File: config.mk
export PLATFORM = sky130hd
export DESIGN_NAME = ccrs_core
export DESIGN_NICKNAME = d
export VERILOG_FILES = /design/src/verilog/ccrs_pkg.sv /design/src/verilog/ccrs_core.sv
export SDC_FILE = /design/constraint.sdc
export NUM_CORES = 1
export LEC_CHECK = 0
export ABC_AREA = 1
export BUFFER_PORTS_ARGS = -buffer_cell sky130_fd_sc_hd__buf_2
export CAP_MARGIN = 25
export CORE_MARGIN = 2
export CORE_UTILIZATION = 35
export CTS_BUF_LIST = sky130_fd_sc_hd__clkbuf_4
export CTS_CLUSTER_DIAMETER = 60
export DETAILED_ROUTE_END_ITERATION = 6
export HOLD_SLACK_MARGIN = 0.12
export PLACE_DENSITY = 0.61
export SETUP_SLACK_MARGIN = 0.4
export SLEW_MARGIN = 15
export SYNTH_ARGS = -nofsm -noshare
export SYNTH_HDL_FRONTEND = slang
export SYNTH_SLANG_ARGS = --single-unit
export TNS_END_PERCENT = 30
File: constraint.sdc
create_clock -name clock -period 3.5 [get_ports clock]
set_input_delay 0.875 -clock clock [delete_from_list [all_inputs] [get_ports clock]]
set_output_delay 0.875 -clock clock [all_outputs]
set_load 0.01 [all_outputs]
File: src/verilog/ccrs_pkg.sv
`default_nettype none
package ccrs_pkg;
    // ------------------------------------------------------------
    // memory type codes
    // ------------------------------------------------------------
    localparam logic [4:0] MT_ABSOLUTE = 5'h00;
    localparam logic [4:0] MT_REGISTER = 5'h01;
    localparam logic [4:0] MT_INPUT = 5'h02;
    localparam logic [4:0] MT_OUTPUT = 5'h03;
    localparam logic [4:0] MT_IN_OVR = 5'h04;
    localparam logic [4:0] MT_OUT_OVR = 5'h05;
    localparam logic [4:0] MT_SCRATCH = 5'h06;
    localparam logic [4:0] MT_USER_LOGIC = 5'h07;
    localparam logic [4:0] MT_FAST_BUF = 5'h08;
    localparam logic [4:0] MT_DIAG = 5'h09;
    localparam logic [4:0] MT_TIMERS = 5'h0A;
    localparam logic [4:0] MT_COUNTERS = 5'h0B;
    localparam logic [4:0] MT_UNUSED = 5'h0C;
    localparam logic [4:0] MT_BIT_SET_FIRST = 5'h0D;
    localparam logic [4:0] MT_BIT_CLR_FIRST = 5'h11;
    localparam logic [4:0] MT_BIT_TGL_FIRST = 5'h15;
    localparam logic [4:0] MT_LAST = 5'h16;
    // ------------------------------------------------------------
    // absolute address regions
    // ------------------------------------------------------------
    localparam logic [15:0] ABS_SCRATCH_LO = 16'h1000;
    localparam logic [15:0] ABS_SCRATCH_HI = 16'h10FF;
    localparam logic [15:0] ABS_REGISTER_LO = 16'h4000;
    localparam logic [15:0] ABS_USER_LO = 16'h8000;
    // ------------------------------------------------------------
    // ranges and limits
    // ------------------------------------------------------------
    localparam logic [15:0] POINT_BASE_LIMIT = 16'h0400;
    localparam logic [15:0] POINT_LEN_MIN = 16'h0008;
    localparam logic [15:0] POINT_LEN_MAX = 16'h0400;
    localparam logic [15:0] POINT_EXT_LEN_MAX = 16'h8000;
    localparam logic [15:0] SCRATCH_ADDR_MAX = 16'h00FF;
    localparam logic [15:0] FAST_BUF_ADDR_MAX = 16'h03FF;
    localparam logic [15:0] FAST_BUF_LEN_MAX = 16'h0400;
    localparam logic [15:0] DIAG_WORDS = 16'h0014;
    localparam logic [15:0] TIMER_TOTAL_MAX = 16'h0200;
    localparam logic [15:0] CMD_PANEL_TIMERS = 16'h177C;
    // ------------------------------------------------------------
    // check result codes
    // ------------------------------------------------------------
    localparam logic [3:0] CHK_OK = 4'h0;
    localparam logic [3:0] CHK_ADDR_LEN = 4'h2;
    localparam logic [3:0] CHK_DIAG_BUF = 4'h3;
    localparam logic [3:0] CHK_PROTECT = 4'h4;
    localparam logic [3:0] CHK_MEM_TYPE = 4'hA;
    // ------------------------------------------------------------
    // status byte layout and pulse timing
    // ------------------------------------------------------------
    localparam int ST_BUSY = 0;
    localparam int ST_PULSE_LO = 1;
    localparam int ST_SPARE = 6;
    localparam int ST_LINK_OK = 7;
    localparam int PULSE_BITS = 5;
    localparam logic [1:0] PULSE_WINDOWS = 2'h3;
    localparam logic [7:0] STATUS_RESET = 8'h00;
    typedef enum logic [1:0] {
        CCRS_IDLE = 2'b00,
        CCRS_BUSY = 2'b01,
        CCRS_REJECT = 2'b10
    } ccrs_state_type;
    typedef enum logic [1:0] {
        CCRS_P_OFF = 2'b00,
        CCRS_P_HIGH = 2'b01,
        CCRS_P_LOW = 2'b10
    } ccrs_pulse_type;
endpackage
`default_nettype wire

File: src/verilog/ccrs_core.sv
// Notes on behaviour
// - decode memory types 1 to 9 as the nine named target memories
// - types 13-16 set, 17-20 clear, 21-22 toggle a bit; 12 unused
// - types 13 to 22 valid only with enhanced firmware
// - types 4-7 and matching absolute regions writable only with protect switch on write
// - absolute type 0 regions: scratch 4096-4351, registers 16384-32767, user logic above
// - input and output start point must be 1 plus a multiple of eight
// - fast shared buffer start byte 0 through 1023
// - diagnostic word start 1 through 20
// - types 10 and 11 only with panel timer command, total at most 512
// - length units follow source type; buffer 1-1024 bytes, diagnostics 1-20 words
// - point lengths multiple of 8 within 8-1024; start point beyond 1024 needs enhanced firmware and a length multiple of 16
// - status byte sent to the CPU every exchange window
// - busy bit set on accepted request, cleared on completion; CPU waits on it
// - pulse bits 1-5 for done, error, external read, external write, quick response
// - each pulse high three windows, then low three windows
// - bits 1, 2, 5 queue pulses in a wrapping 8-bit counter
// - bits 3 and 4 drop events arriving while their pulse runs
// - link-ok bit set after self test and each healthy window; CPU may clear
// - twenty diagnostic words kept inside, copied out only on read command
// - external read of memory type 9 reaches the diagnostic words
// - memory type 0 means absolute addressing
`default_nettype none
module ccrs_core
    import ccrs_pkg::*;
#(
    parameter int DIAG_COUNT = 20
) (
    input wire logic clock,
    input wire logic rst_b,
    input wire logic req_valid,
    input wire logic [15:0] req_command,
    input wire logic [4:0] req_mem_type,
    input wire logic [15:0] req_address,
    input wire logic [15:0] req_length,
    input wire logic req_write,
    input wire logic enhanced_fw,
    input wire logic protect_write_pin,
    output logic req_accept,
    output logic [3:0] check_code,
    output logic xfer_start,
    input wire logic xfer_done,
    input wire logic xfer_error,
    input wire logic comm_active,
    input wire logic ext_read_ok,
    input wire logic ext_write_ok,
    input wire logic quick_resp_sent,
    input wire logic window,
    input wire logic self_test_pass,
    input wire logic cpu_comm_ok,
    input wire logic link_ok_clear,
    output logic [7:0] status_byte,
    input wire logic diag_wr_en,
    input wire logic [4:0] diag_wr_index,
    input wire logic [15:0] diag_wr_data,
    input wire logic diag_clear,
    input wire logic diag_rd_en,
    input wire logic [4:0] diag_rd_index,
    output logic diag_rd_valid,
    output logic [15:0] diag_rd_data
);
    // ------------------------------------------------------------
    // request checking
    // ------------------------------------------------------------
    function automatic logic point_ok(input logic [15:0] addr, input logic [15:0] len,
                                      input logic enh);
        logic base_ok;
        base_ok = (addr != 16'h0000) && (addr[2:0] == 3'h1);
        if (addr <= POINT_BASE_LIMIT) begin
            point_ok = base_ok && (len[2:0] == 3'h0) && (len >= POINT_LEN_MIN)
                && (len <= POINT_LEN_MAX);
        end else begin
            point_ok = base_ok && enh && (len[3:0] == 4'h0) && (len != 16'h0000)
                && (len <= POINT_EXT_LEN_MAX);
        end
    endfunction

    function automatic logic [3:0] check_request(input logic [4:0] mt, input logic [15:0] addr,
                                                 input logic [15:0] len, input logic wr,
                                                 input logic enh, input logic prot_ok,
                                                 input logic [15:0] cmd);
        logic prot;
        check_request = CHK_OK;
        prot = 1'b0;
        unique case (1'b1)
            mt == MT_ABSOLUTE: begin
                if (addr >= ABS_USER_LO) begin
                    prot = 1'b1;
                end else if (addr >= ABS_REGISTER_LO) begin
                    prot = 1'b0;
                end else if (addr >= ABS_SCRATCH_LO && addr <= ABS_SCRATCH_HI) begin
                    prot = 1'b1;
                end else begin
                    check_request = CHK_ADDR_LEN;
                end
                if (len == 16'h0000) begin
                    check_request = CHK_ADDR_LEN;
                end
            end
            mt == MT_REGISTER: begin
                if (addr == 16'h0000 || len == 16'h0000) begin
                    check_request = CHK_ADDR_LEN;
                end
            end
            mt == MT_INPUT || mt == MT_OUTPUT: begin
                if (!point_ok(addr, len, enh)) begin
                    check_request = CHK_ADDR_LEN;
                end
            end
            mt == MT_IN_OVR || mt == MT_OUT_OVR: begin
                prot = 1'b1;
                if (!point_ok(addr, len, enh)) begin
                    check_request = CHK_ADDR_LEN;
                end
            end
            mt == MT_SCRATCH: begin
                prot = 1'b1;
                if (addr > SCRATCH_ADDR_MAX || len == 16'h0000) begin
                    check_request = CHK_ADDR_LEN;
                end
            end
            mt == MT_USER_LOGIC: begin
                prot = 1'b1;
                if (len == 16'h0000) begin
                    check_request = CHK_ADDR_LEN;
                end
            end
            mt == MT_FAST_BUF: begin
                if (addr > FAST_BUF_ADDR_MAX || len == 16'h0000 || len > FAST_BUF_LEN_MAX) begin
                    check_request = CHK_DIAG_BUF;
                end
            end
            mt == MT_DIAG: begin
                if (addr == 16'h0000 || addr > DIAG_WORDS || len == 16'h0000
                    || len > DIAG_WORDS) begin
                    check_request = CHK_DIAG_BUF;
                end
            end
            mt == MT_TIMERS || mt == MT_COUNTERS: begin
                if (cmd != CMD_PANEL_TIMERS) begin
                    check_request = CHK_MEM_TYPE;
                end else if (addr > TIMER_TOTAL_MAX) begin
                    check_request = CHK_ADDR_LEN;
                end
            end
            mt >= MT_BIT_SET_FIRST && mt <= MT_LAST: begin
                // bit operations are single point writes, so no length check
                prot = (mt - MT_BIT_SET_FIRST) % 5'h4 >= 5'h2 && mt < MT_BIT_TGL_FIRST;
                if (!enh || addr == 16'h0000) begin
                    check_request = enh ? CHK_ADDR_LEN : CHK_MEM_TYPE;
                end
            end
            default: begin
                check_request = CHK_MEM_TYPE;
            end
        endcase
        if (check_request == CHK_OK && prot && (wr || mt >= MT_BIT_SET_FIRST) && !prot_ok) begin
            check_request = CHK_PROTECT;
        end
    endfunction

    // ------------------------------------------------------------
    // protect switch synchroniser
    // ------------------------------------------------------------
    logic protect_meta;
    logic protect_sync;

    always_ff @(posedge clock) begin
        if (!rst_b) begin
            protect_meta <= 1'b0;
            protect_sync <= 1'b0;
        end else begin
            protect_meta <= protect_write_pin;
            protect_sync <= protect_meta;
        end
    end

    // ------------------------------------------------------------
    // request sequencer
    // ------------------------------------------------------------
    ccrs_state_type state;
    logic [3:0] next_code;
    logic busy;
    logic done_event;
    logic error_event;

    assign next_code = check_request(req_mem_type, req_address, req_length, req_write,
                                     enhanced_fw, protect_sync, req_command);
    // a new request is only taken while idle; the CPU is expected to wait on busy
    assign req_accept = req_valid && (state == CCRS_IDLE);
    assign busy = (state != CCRS_IDLE);
    assign done_event = (state == CCRS_BUSY) && xfer_done && !xfer_error;
    assign error_event = (state == CCRS_REJECT) || ((state == CCRS_BUSY) && xfer_error);

    always_ff @(posedge clock) begin
        if (!rst_b) begin
            state <= CCRS_IDLE;
            check_code <= CHK_OK;
            xfer_start <= 1'b0;
        end else begin
            xfer_start <= 1'b0;
            unique case (state)
                CCRS_IDLE: begin
                    if (req_accept) begin
                        check_code <= next_code;
                        if (next_code == CHK_OK) begin
                            state <= CCRS_BUSY;
                            xfer_start <= 1'b1;
                        end else begin
                            state <= CCRS_REJECT;
                        end
                    end
                end
                CCRS_BUSY: begin
                    if (xfer_done || xfer_error) begin
                        state <= CCRS_IDLE;
                    end
                end
                CCRS_REJECT: begin
                    state <= CCRS_IDLE;
                end
                default: begin
                    state <= CCRS_IDLE;
                end
            endcase
        end
    end

    // ------------------------------------------------------------
    // status pulses
    // ------------------------------------------------------------
    logic [PULSE_BITS-1:0] pulse_event;
    logic [PULSE_BITS-1:0] pulse_queued;
    logic [PULSE_BITS-1:0] pulse_level;
    ccrs_pulse_type pulse_phase [PULSE_BITS];
    logic [1:0] pulse_windows [PULSE_BITS];
    logic [7:0] pulse_pending [PULSE_BITS];

    assign pulse_event = {quick_resp_sent, ext_write_ok, ext_read_ok, error_event,
                          done_event};
    assign pulse_queued = 5'h13;

    for (genvar i = 0; i < PULSE_BITS; i++) begin : g_pulse
        logic idle;
        logic start;
        assign idle = (pulse_phase[i] == CCRS_P_OFF);
        // queued bits drain only once the link has gone quiet
        assign start = idle && (pulse_queued[i]
            ? ((pulse_pending[i] != 8'h00) && !comm_active) : pulse_event[i]);
        assign pulse_level[i] = (pulse_phase[i] == CCRS_P_HIGH);

        always_ff @(posedge clock) begin
            if (!rst_b) begin
                pulse_pending[i] <= 8'h00;
            end else if (pulse_queued[i]) begin
                // counter rolls over past 255 by plain wrap of the 8-bit sum
                pulse_pending[i] <= pulse_pending[i] + {7'h00, pulse_event[i]}
                    - {7'h00, start};
            end
        end

        always_ff @(posedge clock) begin
            if (!rst_b) begin
                pulse_phase[i] <= CCRS_P_OFF;
                pulse_windows[i] <= 2'h0;
            end else begin
                unique case (pulse_phase[i])
                    CCRS_P_OFF: begin
                        if (start) begin
                            // events on bits 3 and 4 during a pulse never reach here and are lost
                            pulse_phase[i] <= CCRS_P_HIGH;
                            pulse_windows[i] <= 2'h0;
                        end
                    end
                    CCRS_P_HIGH: begin
                        if (window) begin
                            if (pulse_windows[i] == PULSE_WINDOWS - 2'h1) begin
                                pulse_phase[i] <= CCRS_P_LOW;
                                pulse_windows[i] <= 2'h0;
                            end else begin
                                pulse_windows[i] <= pulse_windows[i] + 2'h1;
                            end
                        end
                    end
                    CCRS_P_LOW: begin
                        if (window) begin
                            if (pulse_windows[i] == PULSE_WINDOWS - 2'h1) begin
                                pulse_phase[i] <= CCRS_P_OFF;
                                pulse_windows[i] <= 2'h0;
                            end else begin
                                pulse_windows[i] <= pulse_windows[i] + 2'h1;
                            end
                        end
                    end
                    default: begin
                        pulse_phase[i] <= CCRS_P_OFF;
                    end
                endcase
            end
        end
    end

    // ------------------------------------------------------------
    // link health and status byte
    // ------------------------------------------------------------
    logic link_ok;
    logic self_test_seen;

    always_ff @(posedge clock) begin
        if (!rst_b) begin
            self_test_seen <= 1'b0;
        end else if (self_test_pass) begin
            self_test_seen <= 1'b1;
        end
    end

    // set wins over the CPU clear; a failing link simply stops setting it
    always_ff @(posedge clock) begin
        if (!rst_b) begin
            link_ok <= 1'b0;
        end else if (self_test_pass || (window && self_test_seen && cpu_comm_ok)) begin
            link_ok <= 1'b1;
        end else if (link_ok_clear) begin
            link_ok <= 1'b0;
        end
    end

    always_ff @(posedge clock) begin
        if (!rst_b) begin
            status_byte <= STATUS_RESET;
        end else if (window) begin
            status_byte[ST_BUSY] <= busy;
            status_byte[ST_PULSE_LO +: PULSE_BITS] <= pulse_level;
            status_byte[ST_SPARE] <= 1'b0;
            status_byte[ST_LINK_OK] <= link_ok || (self_test_seen && cpu_comm_ok);
        end
    end

    // ------------------------------------------------------------
    // diagnostic words
    // ------------------------------------------------------------
    logic [15:0] diag_mem [DIAG_COUNT];

    always_ff @(posedge clock) begin
        if (!rst_b || diag_clear) begin
            for (int k = 0; k < DIAG_COUNT; k++) begin
                diag_mem[k] <= 16'h0000;
            end
        end else if (diag_wr_en && diag_wr_index < 5'(DIAG_COUNT)) begin
            diag_mem[diag_wr_index] <= diag_wr_data;
        end
    end

    // words leave only on an explicit read, internal or from a type 9 request
    always_ff @(posedge clock) begin
        if (!rst_b) begin
            diag_rd_valid <= 1'b0;
            diag_rd_data <= 16'h0000;
        end else begin
            diag_rd_valid <= diag_rd_en;
            if (diag_rd_en) begin
                diag_rd_data <= (diag_rd_index < 5'(DIAG_COUNT))
                    ? diag_mem[diag_rd_index] : 16'h0000;
            end
        end
    end
endmodule
`default_nettype wire

# Word-level counts from Yosys, hierarchy flattened

Memories as Yosys holds them, arrays and structs flattened.
Index checks and enable logic that the tools add are counted.
W data, S select, Z words.

Add/subtract/negate cells: 12
Reductions and logical operators: 82
Mux-type cells: 206
Order comparisons: 20
Equal/unequal tests: 32
Bitwise gates (word level): 48

Operators with widths:

| cell                   | number |
|---|---|
| $mux W1                | 133 |
| $mux W2                | 59 |
| $or A1 B1 Y1           | 48 |
| $pmux W4 S10           | 1 |
| $gt A16 B10 Y1 const B | 2 |
| $gt A16 B5 Y1 const B  | 2 |
| $le A16 B11 Y1 const B | 2 |
| $logic_not A16 Y1      | 2 |
| $mux W16               | 2 |
| $reduce_bool A16 Y1    | 2 |
| $logic_and A1 B1 Y1    | 30 |
| $add A8 B1 Y8          | 3 |
| $mux W8                | 3 |
| $reduce_bool A8 Y1     | 3 |
| $sub A8 B1 Y8          | 3 |
| $eq A2 B2 Y1 const B   | 11 |
| $eq A5 B3 Y1 const B   | 4 |
| $eq A5 B4 Y1 const B   | 4 |
| $mux W4                | 5 |
| $reduce_or A3 Y1       | 6 |
| $logic_or A1 B1 Y1     | 17 |
| $ge A16 B13 Y1 const B | 1 |
| $ge A16 B15 Y1 const B | 1 |
| $ge A16 B16 Y1 const B | 1 |
| 30 further kinds       | 55 |

Register bits: 35
Bits in writable memories: 380
Input bits: 98
Word-level logic and storage cells: 414
Memories kept: 4
Output and inout bits: 31

Memories:

| memory        | words | width | read ports | clocked after Yosys merged registers in | write ports | line             | source |
|---|---|---|---|---|---|---|---|
| diag_mem      | 20    | 16    | 1          | 0                                       | 20          | ccrs_core.sv:342 | `logic [15:0] diag_mem [DIAG_COUNT];` |
| pulse_pending | 5     | 8     | 3          | 0                                       | 5           | ccrs_core.sv:237 | `logic [7:0] pulse_pending [PULSE_BITS];` |
| pulse_phase   | 5     | 2     | 5          | 0                                       | 5           | ccrs_core.sv:235 | `ccrs_pulse_type pulse_phase [PULSE_BITS];` |
| pulse_windows | 5     | 2     | 5          | 0                                       | 5           | ccrs_core.sv:236 | `logic [1:0] pulse_windows [PULSE_BITS];` |

# Longest topological paths before layout

Gate-level depths: netlist of the first run.

Depth after elaboration: 19
Depth in mapped cells: 18
Mapped depth without buffers: 18

# Worst setup path after synthesis of the first run

No wires, ideal clock.

Path type: input -> register
Start: input port comm_active
End: memory pulse_pending[1][6]
Stages: 14
Path slack: 0.659 ns
Library setup time: 0.070 ns
Data required time: 3.430 ns
Data arrival time: 2.771 ns
Buffers on the path: 0
Cells stage by stage: nor4_1 -> ha_1 -> inv_1 -> ha_1 -> inv_1 -> fa_1 -> nor2_1 -> nor2_1 -> nor2_1 -> nor2_1 -> o21ai_0 -> a21o_1 -> o21ai_0 -> a21oi_1

RTL lines:

| element         | line             | source |
|---|---|---|
| start, declared | ccrs_core.sv:44  | `input wire logic comm_active,` |
| end, declared   | ccrs_core.sv:237 |  |

==> summary.txt, run 1 <==
Floorplan
  – I/O Pins: 129
  – Die span in x: 237 um
  – Initial Util: 35.4%
  – Core Box Area: 0.0537 mm^2
  – DIE AREA: 0.0562 mm^2
  – Rows: 85
  – Die height: 237 um

Finish
  – Area grow syn2layout: 14.1%
  – Total Nets Final: 2298
  – Design area: 0.0217 mm^2
  – Layout Cells excl Fill: 2926
  – Storage element area: 0.0114 mm^2
  – Finished Core Util: 40.3%
  – Layout filler cell count: 5295
  – Multi-input logic area: 0.00646 mm^2
  – Layout cells sized above 1: 16.8%

Setup path
  – Startpoint types: register
  – Worst path most repeated cell: nor2_1
  – Worst reg2reg startpoint: pulse_pending[1][4]
  – CP max FO: 3
  – CP required: 4.23 ns
  – CP peak stage delay: 0.40 ns
  – Reg-to-reg slack, setup: 0.61 ns
  – Crit end category: register
  – Cells along the critical path: inv_1, ha_1, nand3_1, nor2_1, nor4_1, ha_1, inv_1, ha_1, inv_1, fa_1, nor2_1, nor2_1, nor2_1, nor2_1, o21ai_0, a21o_1, o21ai_0, a21oi_1
  – CP arrival: 3.62 ns
  – Setup crit start: pulse_pending[1][4]
  – WS Path Type: reg -> reg
  – CP max-delay cell: fa_1

Clocking
  – Cts-stage hold buffer count: 0
  – Clock sinks: 399
  – Post-cts resize count: 0
  – Postcts setup bufs: 0
  – Clock Latency Late Sink: 0.87 ns
  – H-tree Lvls: 3
  – Reg clk slew, reported paths: 0.06 ns
  – Root buf cell: clkbuf_4
  – CTS Buffer Depth: 3
  – CTS tree: built
  – Num CTS Buffers: 100

Logic synthesis
  – Yosys warns: 0
  – Syn Area/Cell: 9.48 um^2
  – Primary FF master, synth: edfxtp_1
  – Mapped cell area: 0.0190 mm^2
  – Most frequent cell after synthesis: nor2_1
  – Post-synth top area share: 53.7%
  – Yosys cell types: 44
  – Largest area contributor in the synthesized netlist: edfxtp_1
  – Top cells by area, synth: edfxtp_1 (54%), nor2_1 (12%), dfxtp_1 (6.2%)
  – Post-Synthesis Cells: 2004
  – EDFF count, synth: 340
  – Top cells by count, synth: nor2_1 (611), edfxtp_1 (340), o21ai_0 (211), nand2_1 (168), inv_1 (149)
  – Post-synth net total: 2147
  – FFs w/ async S/R, synth: 0%
  – Register bit total from synthesis: 399
  – Sequential area share after synthesis: 60.0%

Worst hold path
  – Hold Path Class: in -> reg
  – Hold path start: self_test_pass

Global route
  – Global Route Usage Sum: 19.0%
  – First-pass GRT wire length: 82200 um
  – Initial antenna violation count: 2
  – Vias in the first global route: 14900
  – Largest net degree at the start of global routing: 161
  – Grt ovf: 0

Run status
  – Status: finished clean

Timing
  – Unrepaired setup endpoints after global routing: no
  – Maximum clock frequency: 346 MHz
  – Worst slew pin tran: 1.05 ns
  – Setup violations, final: 0
  – Final Cycle Share: 82.6%
  – Final hold slack: 0.258 ns
  – Fin. max-slew vios: 0
  – Fin. Hold Viols: 0
  – Clk_skew: 0.0594 ns
  – Rel. slew slack: 29.7%
  – Tmin final: 2.89 ns
  – Setup TNS Final: 0 ns

Route
  – Post-Route WL: 53800 um
  – Pre-antenna DRT Iters: 5
  – Via-to-Cell Ratio: 5.17
  – DR DRC count: 0
  – Detail Route Antenna Nets: 0
  – Vias: 15100
  – DR WL/cell: 18.4 um
  – First-iteration detailed-routing DRC count: 998

Flow run
  – Max_cap viols: 0

Place
  – Placed insts: 2749
  – DP Area: 0.0204 mm^2
  – Buffers added on ports: 127
  – DP Wirelength: 33600 um
  – Gpl congestion: 0.885

Pwr
  – Worst vdd ir: 254 uV
  – Leak Pwr: 9.06 nW
  – P per Cell Area: 549 mW/mm^2
## power breakdown
part	internal (mW)	leakage, nW	switching, mW
clock	2.09	0.784	1.91
combinational	0.760	4.09	1.43
sequential	5.55	4.19	0.151
## state kept, by name, indices dropped and copies added (netlist names)
| register | count |
|---|---|
| status_byte | 7 |
| diag_rd_valid | 1 |
| protect_sync | 1 |
| protect_meta | 1 |
| check_code | 4 |
| pulse_pending | 24 |
| diag_rd_data | 16 |
| link_ok | 1 |
| state | 2 |
| pulse_windows | 10 |
| self_test_seen | 1 |
| pulse_phase | 10 |
| xfer_start | 1 |
| diag_mem | 320 |
## critical path, delay by kind of cell (launching register included)
kind / cells / cell delay, ns
AOI/OAI and AO/OA: 4 / 0.50
buffers and inverters: 3 / 0.19
DFF: 1 / 0.35
adders and majority gates: 4 / 1.08
and+or+nand+nor: 7 / 0.69
## cell usage in the layout, fill, tap and decap left out, types with 3 or more instances in the layout
cell type and count:
nand3_2 10, buf_2 126, o221ai_1 52, o21ai_0 211
dfxtp_1 59, o211ai_1 12, edfxtp_1 340, a21o_1 3
a21oi_1 41, ha_1 42, clkinv_1 8, inv_1 149
a31oi_1 21, buf_12 3, nand4_1 16, diode_2 3
nand3_1 60, nand2_1 168, nor2_1 611, nand3b_1 5
inv_2 4, nor3_2 3, nand2_2 4, buf_4 50
fa_1 3, o21ai_1 7, o22ai_1 22, clkbuf_4 163
nor3_1 8
## area by class of cell
type / instances / share of cell area [%]
Clock inverter: 11 / 0.294
Tap cell: 696 / 4.02
Antenna cell: 3 / 0.0346
Inverter: 156 / 2.71
Sequential cell: 399 / 52.6
Multi-Input combinational cell: 1319 / 29.8
Timing Repair Buffer: 179 / 4.92
Clock buffer: 163 / 5.65
## kinds of logic after synthesis
family,count (synthesis),share of synthesized area [%]
flops,399,60.0
other cells,1,0.0197
buf+inv,286,6.05
compound gates,378,11.6
mux,1,0.0527
fa+ha+maj,45,3.08
simple gates,894,19.2
## final timing paths
check / depth (start not counted) / end
hold / removal: 3 / self_test_seen
hold reg to reg: 2 / protect_sync
setup reg to reg: 18 / pulse_pending[1][6]
setup / recovery: 18 / pulse_pending[1][6]
## per-layer routing
layer  GRT usage [%]  routed length [um]
met1            23.9               22300
met2            31.9               26000
met3            3.92                3820
met4            8.06                1650
met5               0                   0
## per-stage QoR
stage / power, mW / setup WS, ns
final: 11.9 / 0.609
after global routing: 12.5 / 0.402
after CTS: 12.0 / 0.583
after detailed placement: 7.98 / 0.303
after global placement: 7.89 / 0.314
after floorplan: 7.32 / 0.659
Note: power is estimated with default switching activity, not from simulation.
==> run 2: changes to the inputs <==
Clock period 3.5 ns to 2.75 ns, I/O delays scaled along.
==> run 2 against run 1 <==
Net effect:
- register-to-register slack worse by 0.55 ns
- core utilization is 1.7 points higher
- sequential share of layout area is 2.0 points lower
- sequential cell count stayed put
- cell count is 2.6% higher
- global-route usage is 0.33 points higher
- non-clock buffer count is 69 higher
- wire length is 1.2% higher
- hold slack worse by 0.064 ns
- design area is 4.1% higher
- combinational power is 62% higher
- sequential power is 28% higher
- largest cell class unchanged
==> summary.txt, run 2 (synthesis gave the netlist of run 1 again) <==
Run status
  – Status: finished clean

Setup path
  – CP arrival: 3.40 ns
  – Reg2reg path depth: 17
  – CP peak stage delay: 0.37 ns
  – CP max-delay cell: fa_2
  – CP required: 3.47 ns
  – WS Path Type: reg -> reg
  – Stages on worst setup path: 17
  – Number of buffers and inverters on the critical path: 5
  – Crit-path leading delay family: adder cells
  – Crit end category: register
  – CP max FO: 2
  – Cells along the critical path: inv_2, ha_4, nand4_1, nand3_1, inv_1, ha_1, inv_1, ha_2, inv_2, fa_2, o21ai_2, a21oi_2, nor2_1, nor2_1, o21bai_1, buf_4, a21oi_1
  – Startpoint types: register

Timing
  – Unrepaired setup endpoints after global routing: yes
  – Tmin final: 2.69 ns
  – Setup violations, final: 0
  – Fin. Hold Viols: 0
  – Clk_skew: 0.0445 ns
  – Final Cycle Share: 97.7%
  – Rel. slew slack: 58.3%
  – Worst slew pin tran: 0.626 ns
  – Setup slack after layout: 0.0634 ns
  – Maximum clock frequency: 372 MHz
  – Fin. max-slew vios: 0

Finish
  – Biggest regs: diag_mem (320), pulse_pending (24), diag_rd_data (16)
  – Reg with most FFs: diag_mem
  – Layout Cells excl Fill: 3003
  – Most common cell after layout, fill and taps aside: nor2_1
  – Design area: 0.0226 mm^2
  – Commonest cells after routing, fill and taps aside: nor2_1 (608), edfxtp_1 (340), o21ai_0 (204)
  – Storage element area: 0.0114 mm^2
  – Layout filler cell count: 5216
  – Area grow syn2layout: 18.8%
  – Multi-input logic area: 0.00665 mm^2
  – Total Nets Final: 2370
  – Layout cells sized above 1: 21.5%
  – Max reg flops: 320

Route
  – Routed length on met1: 21300 um
  – Pre-antenna DRT Iters: 5
  – Via-to-Cell Ratio: 5.15
  – Vias: 15500
  – Detail Route Antenna Nets: 0
  – DR WL met3: 4310 um
  – DR WL/cell: 18.1 um
  – Post-Route WL: 54400 um
  – First-iteration detailed-routing DRC count: 1103
  – Met2 wire length: 27000 um
  – DR DRC count: 0
  – Top layer in use: met5

Worst hold path
  – Hold Path Class: in -> reg
  – Hold Crit Depth: 4

Place
  – Gpl congestion: 0.902
  – DP Wirelength: 34000 um
  – Pre-CTS setup slack: -0.179 ns
  – Buffers added on ports: 127
  – Placed insts: 2787
  – DP Area: 0.0208 mm^2

Clocking
  – Reg clk slew, reported paths: 0.07 ns
  – Clock Latency Late Sink: 0.86 ns
  – Clock sinks: 399
  – CTS tree: built
  – Num CTS Buffers: 103
  – Root buf cell: clkbuf_4
  – CTS Buffer Depth: 3
  – H-tree Lvls: 3

Floorplan
  – Rows: 85
  – Die span in x: 237 um
  – I/O Pins: 129
  – Die height: 237 um
  – DIE AREA: 0.0562 mm^2
  – Core Box Area: 0.0537 mm^2
  – Initial Util: 35.4%

Global route
  – Largest net degree at the start of global routing: 99
  – Vias in the first global route: 15500
  – Grt ovf: 0
  – Global Route Usage Sum: 19.3%
  – Initial antenna violation count: 3
  – First-pass GRT wire length: 84000 um

Flow run
  – Max_cap viols: 0

Pwr
  – P per Cell Area: 708 mW/mm^2
  – Leak Pwr: 9.45 nW
  – Worst vdd ir: 361 uV
-- run 2: cell type report --
cell class                 count  area share [%]
clock inverter                20           0.516
antenna                        5          0.0554
timing repair buffer         248            7.63
sequential                   399            50.5
tap                          696            3.86
multi-input combinational   1319            29.4
clock buffer                 160            5.32
inverter                     156            2.63
-- run 2: worst min-delay path: stages --
cell	delay, ns
buf_2	0.08
inv_1	0.03
a21oi_1	0.11
a21oi_1	0.07
-- run 2: per-layer routing --
layer	vias to the layer above	track usage, %
li1	7366	-
met1	7348	23.2
met2	606	33.3
met3	131	4.46
met4	2	8.23
met5	-	0
-- run 2: final timing paths --
| kind | startpoint | endpoint | slack, ns |
|---|---|---|---|
| max | pulse_pending[0][5] | pulse_pending[0][6] | 0.06 |
| max reg2reg | pulse_pending[0][5] | pulse_pending[0][6] | 0.06 |
| min reg2reg | protect_meta | protect_sync | 0.44 |
| min | link_ok_clear | link_ok | 0.19 |
-- run 2: stage by stage --
| step | utilization, % | power, mW | setup TNS (ns) | hold WS, ns |
|---|---|---|---|---|
| 2_1_floorplan | - | 9.33 | 0 | 0.390 |
| 3_3_place_gp | 38.7 | 10.2 | -0.221 | 0.450 |
| 3_5_place_dp | 38.7 | 10.3 | -0.337 | 0.449 |
| 4_1_cts | 41.6 | 15.7 | 0 | 0.129 |
| 5_1_grt | 42.0 | 16.9 | -0.312 | 0.133 |
| 6_report | 42.0 | 16.0 | 0 | 0.194 |
-- run 2: report_power, final --
group          switching, mW  internal (mW)  total, mW
combinational           2.10           1.44       3.54
sequential             0.212           7.07       7.29
clock                   2.44           2.71       5.15
total                   4.75           11.2       16.0
-- run 2: timing repair --
action / CTS / global route
buffers inserted: 14 / 12
pin swaps: 18 / 31
hold buffers: 5 / 0
endpoints found under the setup margin: 11 / 18
endpoints found under the hold margin: 5 / 0
resized for setup: 23 / 54
==> run 3: changes to the inputs <==
Settings changed: CORE_ASPECT_RATIO from default to 0.6, SETUP_SLACK_MARGIN 0.4 to default.
==> run 3 against run 2 <==
Net effect:
- first-iteration DRC count is 32% higher
- clock power barely moved
- global-route usage shrank 0.76 points
- core utilization is 0.70 points lower
- worst setup slack got worse by 0.014 ns
- die area grew 0.11%
- via count is 0.89% lower
- sequential share of layout area rose by 0.62 points
- combinational power fell by 12%
- wire length is 4.4% lower
- critical path depth is 2 higher
- design area decreased by 1.3%
- highest routed layer is now met4
==> summary.txt, run 3 (synthesis gave the netlist of run 1 again) <==
Worst hold path
  – Hold Path Class: in -> reg

Timing
  – Setup slack after layout: 0.0491 ns
  – Worst slew pin tran: 0.856 ns
  – Setup TNS Final: 0 ns
  – Rel. slew slack: 42.9%
  – Tmin final: 2.70 ns
  – Fin. max-slew vios: 0
  – Final Cycle Share: 98.2%
  – Clk_skew: 0.0372 ns
  – Fin. Hold Viols: 0
  – Setup violations, final: 0
  – Maximum clock frequency: 370 MHz
  – Unrepaired setup endpoints after global routing: yes

Route
  – Vias: 15300
  – Via-to-Cell Ratio: 5.13
  – DR WL/cell: 17.4 um
  – First-iteration detailed-routing DRC count: 1457
  – Post-Route WL: 52100 um
  – Detail Route Antenna Nets: 0
  – Pre-antenna DRT Iters: 5
  – DR DRC count: 0

Finish
  – Area grow syn2layout: 17.3%
  – Layout Cells excl Fill: 2984
  – Layout cells sized above 1: 18.7%
  – Total Nets Final: 2333
  – Reg with most FFs: diag_mem
  – Max reg flops: 320
  – Biggest regs: diag_mem (320), pulse_pending (24), diag_rd_data (16)
  – Layout filler cell count: 5307
  – Most common cell after layout, fill and taps aside: nor2_1
  – Commonest cells after routing, fill and taps aside: nor2_1 (610), edfxtp_1 (340), o21ai_0 (207)

Setup path
  – WS Path Type: reg -> reg
  – CP max FO: 3
  – Reg-to-reg slack, setup: 0.05 ns
  – CP arrival: 3.42 ns
  – CP max-delay cell: dfxtp_2
  – Crit end category: register
  – CP peak stage delay: 0.35 ns
  – Cells along the critical path: inv_2, ha_4, nand3_2, nor2_1, nor4_1, buf_4, ha_4, inv_4, ha_4, inv_2, fa_2, nor2_1, nor2_1, nor2_1, nor2_2, o21ai_1, a21o_1, o21ai_1, a21oi_1
  – Startpoint types: register
  – CP required: 3.47 ns
  – Worst path most repeated cell: nor2_1

Clocking
  – CTS tree: built
  – Clock sinks: 399
  – Root buf cell: clkbuf_4
  – Num CTS Buffers: 99
  – CTS Buffer Depth: 3
  – Reg clk slew, reported paths: 0.07 ns
  – H-tree Lvls: 3
  – Clock Latency Late Sink: 0.80 ns

Floorplan
  – DIE AREA: 0.0562 mm^2
  – Die height: 184 um
  – Core Box Area: 0.0539 mm^2
  – I/O Pins: 129
  – Rows: 66
  – Initial Util: 35.2%
  – Die span in x: 305 um

Run status
  – Status: finished clean

Pwr
  – Worst vdd ir: 322 uV
  – P per Cell Area: 698 mW/mm^2
  – Leak Pwr: 9.32 nW

Global route
  – Vias in the first global route: 14800
  – Grt ovf: 0
  – Largest net degree at the start of global routing: 73
  – Initial antenna violation count: 1
  – Global Route Usage Sum: 18.6%
  – First-pass GRT wire length: 81900 um

Place
  – Gpl congestion: 0.867
  – DP Wirelength: 34700 um
  – Buffers added on ports: 127
  – Pre-CTS setup slack: -0.205 ns
  – Placed insts: 2794

Flow run
  – Max_cap viols: 0
## run 3: changes by cell type in the layout (fill, tap and decap cells not counted), moves of 4 or more
| cell | previous run | this run |
|---|---|---|
| buf_12 | 13 | 20 |
| buf_4 | 104 | 65 |
| clkbuf_4 | 160 | 152 |
| clkinv_1 | 17 | 23 |
| dfxtp_1 | 46 | 52 |
| dfxtp_2 | 13 | 7 |
| diode_2 | 5 | 1 |
| ha_1 | 31 | 37 |
| inv_1 | 132 | 141 |
| inv_2 | 19 | 12 |
## run 3: stage by stage
stage / total power [mW] / hold WS [ns] / cell area (um^2) / utilization (%)
after detailed placement: 10.3 / 0.406 / 20800 / 38.6
after floorplan: 9.32 / 0.390 / 19000 / -
after CTS: 15.5 / 0.122 / 22200 / 41.1
final: 15.6 / 0.217 / 22300 / 41.3
after global routing: 16.5 / 0.182 / 22300 / 41.3
after global placement: 10.2 / 0.401 / 20800 / 38.6
## run 3: worst paths after layout
kind,start,end,cells after the start
max reg2reg,pulse_pending[1][4],pulse_pending[1][6],19
min reg2reg,protect_meta,protect_sync,2
min,quick_resp_sent,pulse_pending[4][0],4
max,pulse_pending[1][4],pulse_pending[1][6],19
## run 3: report_power, final
group          leakage (nW)  internal, mW  switching (mW)  total (mW)
clock                 0.783          2.71            2.44        5.15
sequential             4.19          7.07           0.212        7.28
combinational          4.34          1.23            1.89        3.13
total                  9.32          11.0            4.55        15.6
## run 3: routing by layer
layer  part of all wire [%]  GRT usage (%)  up-vias
met5                      0              0        -
met4                    1.4           4.73        0
met3                    8.3           3.24       63
met2                     43           27.9      655
met1                     47           27.7     7301
li1                       -              -     7297
## run 3: timing repair
| item | in CTS | in global routing |
|---|---|---|
| resized for setup | 2 | 32 |
| endpoints found under the setup margin | 1 | 7 |
| hold endpoints to repair | 5 | 0 |
| pin swaps | 0 | 13 |
| hold buffers | 4 | 0 |
| buffers inserted | 0 | 5 |
## run 3: layout make-up
| type | count | area (um^2) | area share (%) |
|---|---|---|---|
| Sequential cell | 399 | 11400 | 51.2 |
| Multi-Input combinational cell | 1319 | 6530 | 29.3 |
| Timing Repair Buffer | 215 | 1560 | 7.00 |
| Clock buffer | 152 | 1140 | 5.12 |
| Tap cell | 714 | 893 | 4.01 |
| Inverter | 156 | 591 | 2.65 |
| Clock inverter | 28 | 169 | 0.758 |
| Antenna cell | 1 | 2.50 | 0.0112 |
## run 3: critical path, delay by kind of cell, from the launching register on
kind,cells,cell delay (ns)
buf+inv,4,0.33
compound gates,4,0.50
fa+ha+maj,4,0.82
simple gates,7,0.63
flops,1,0.35
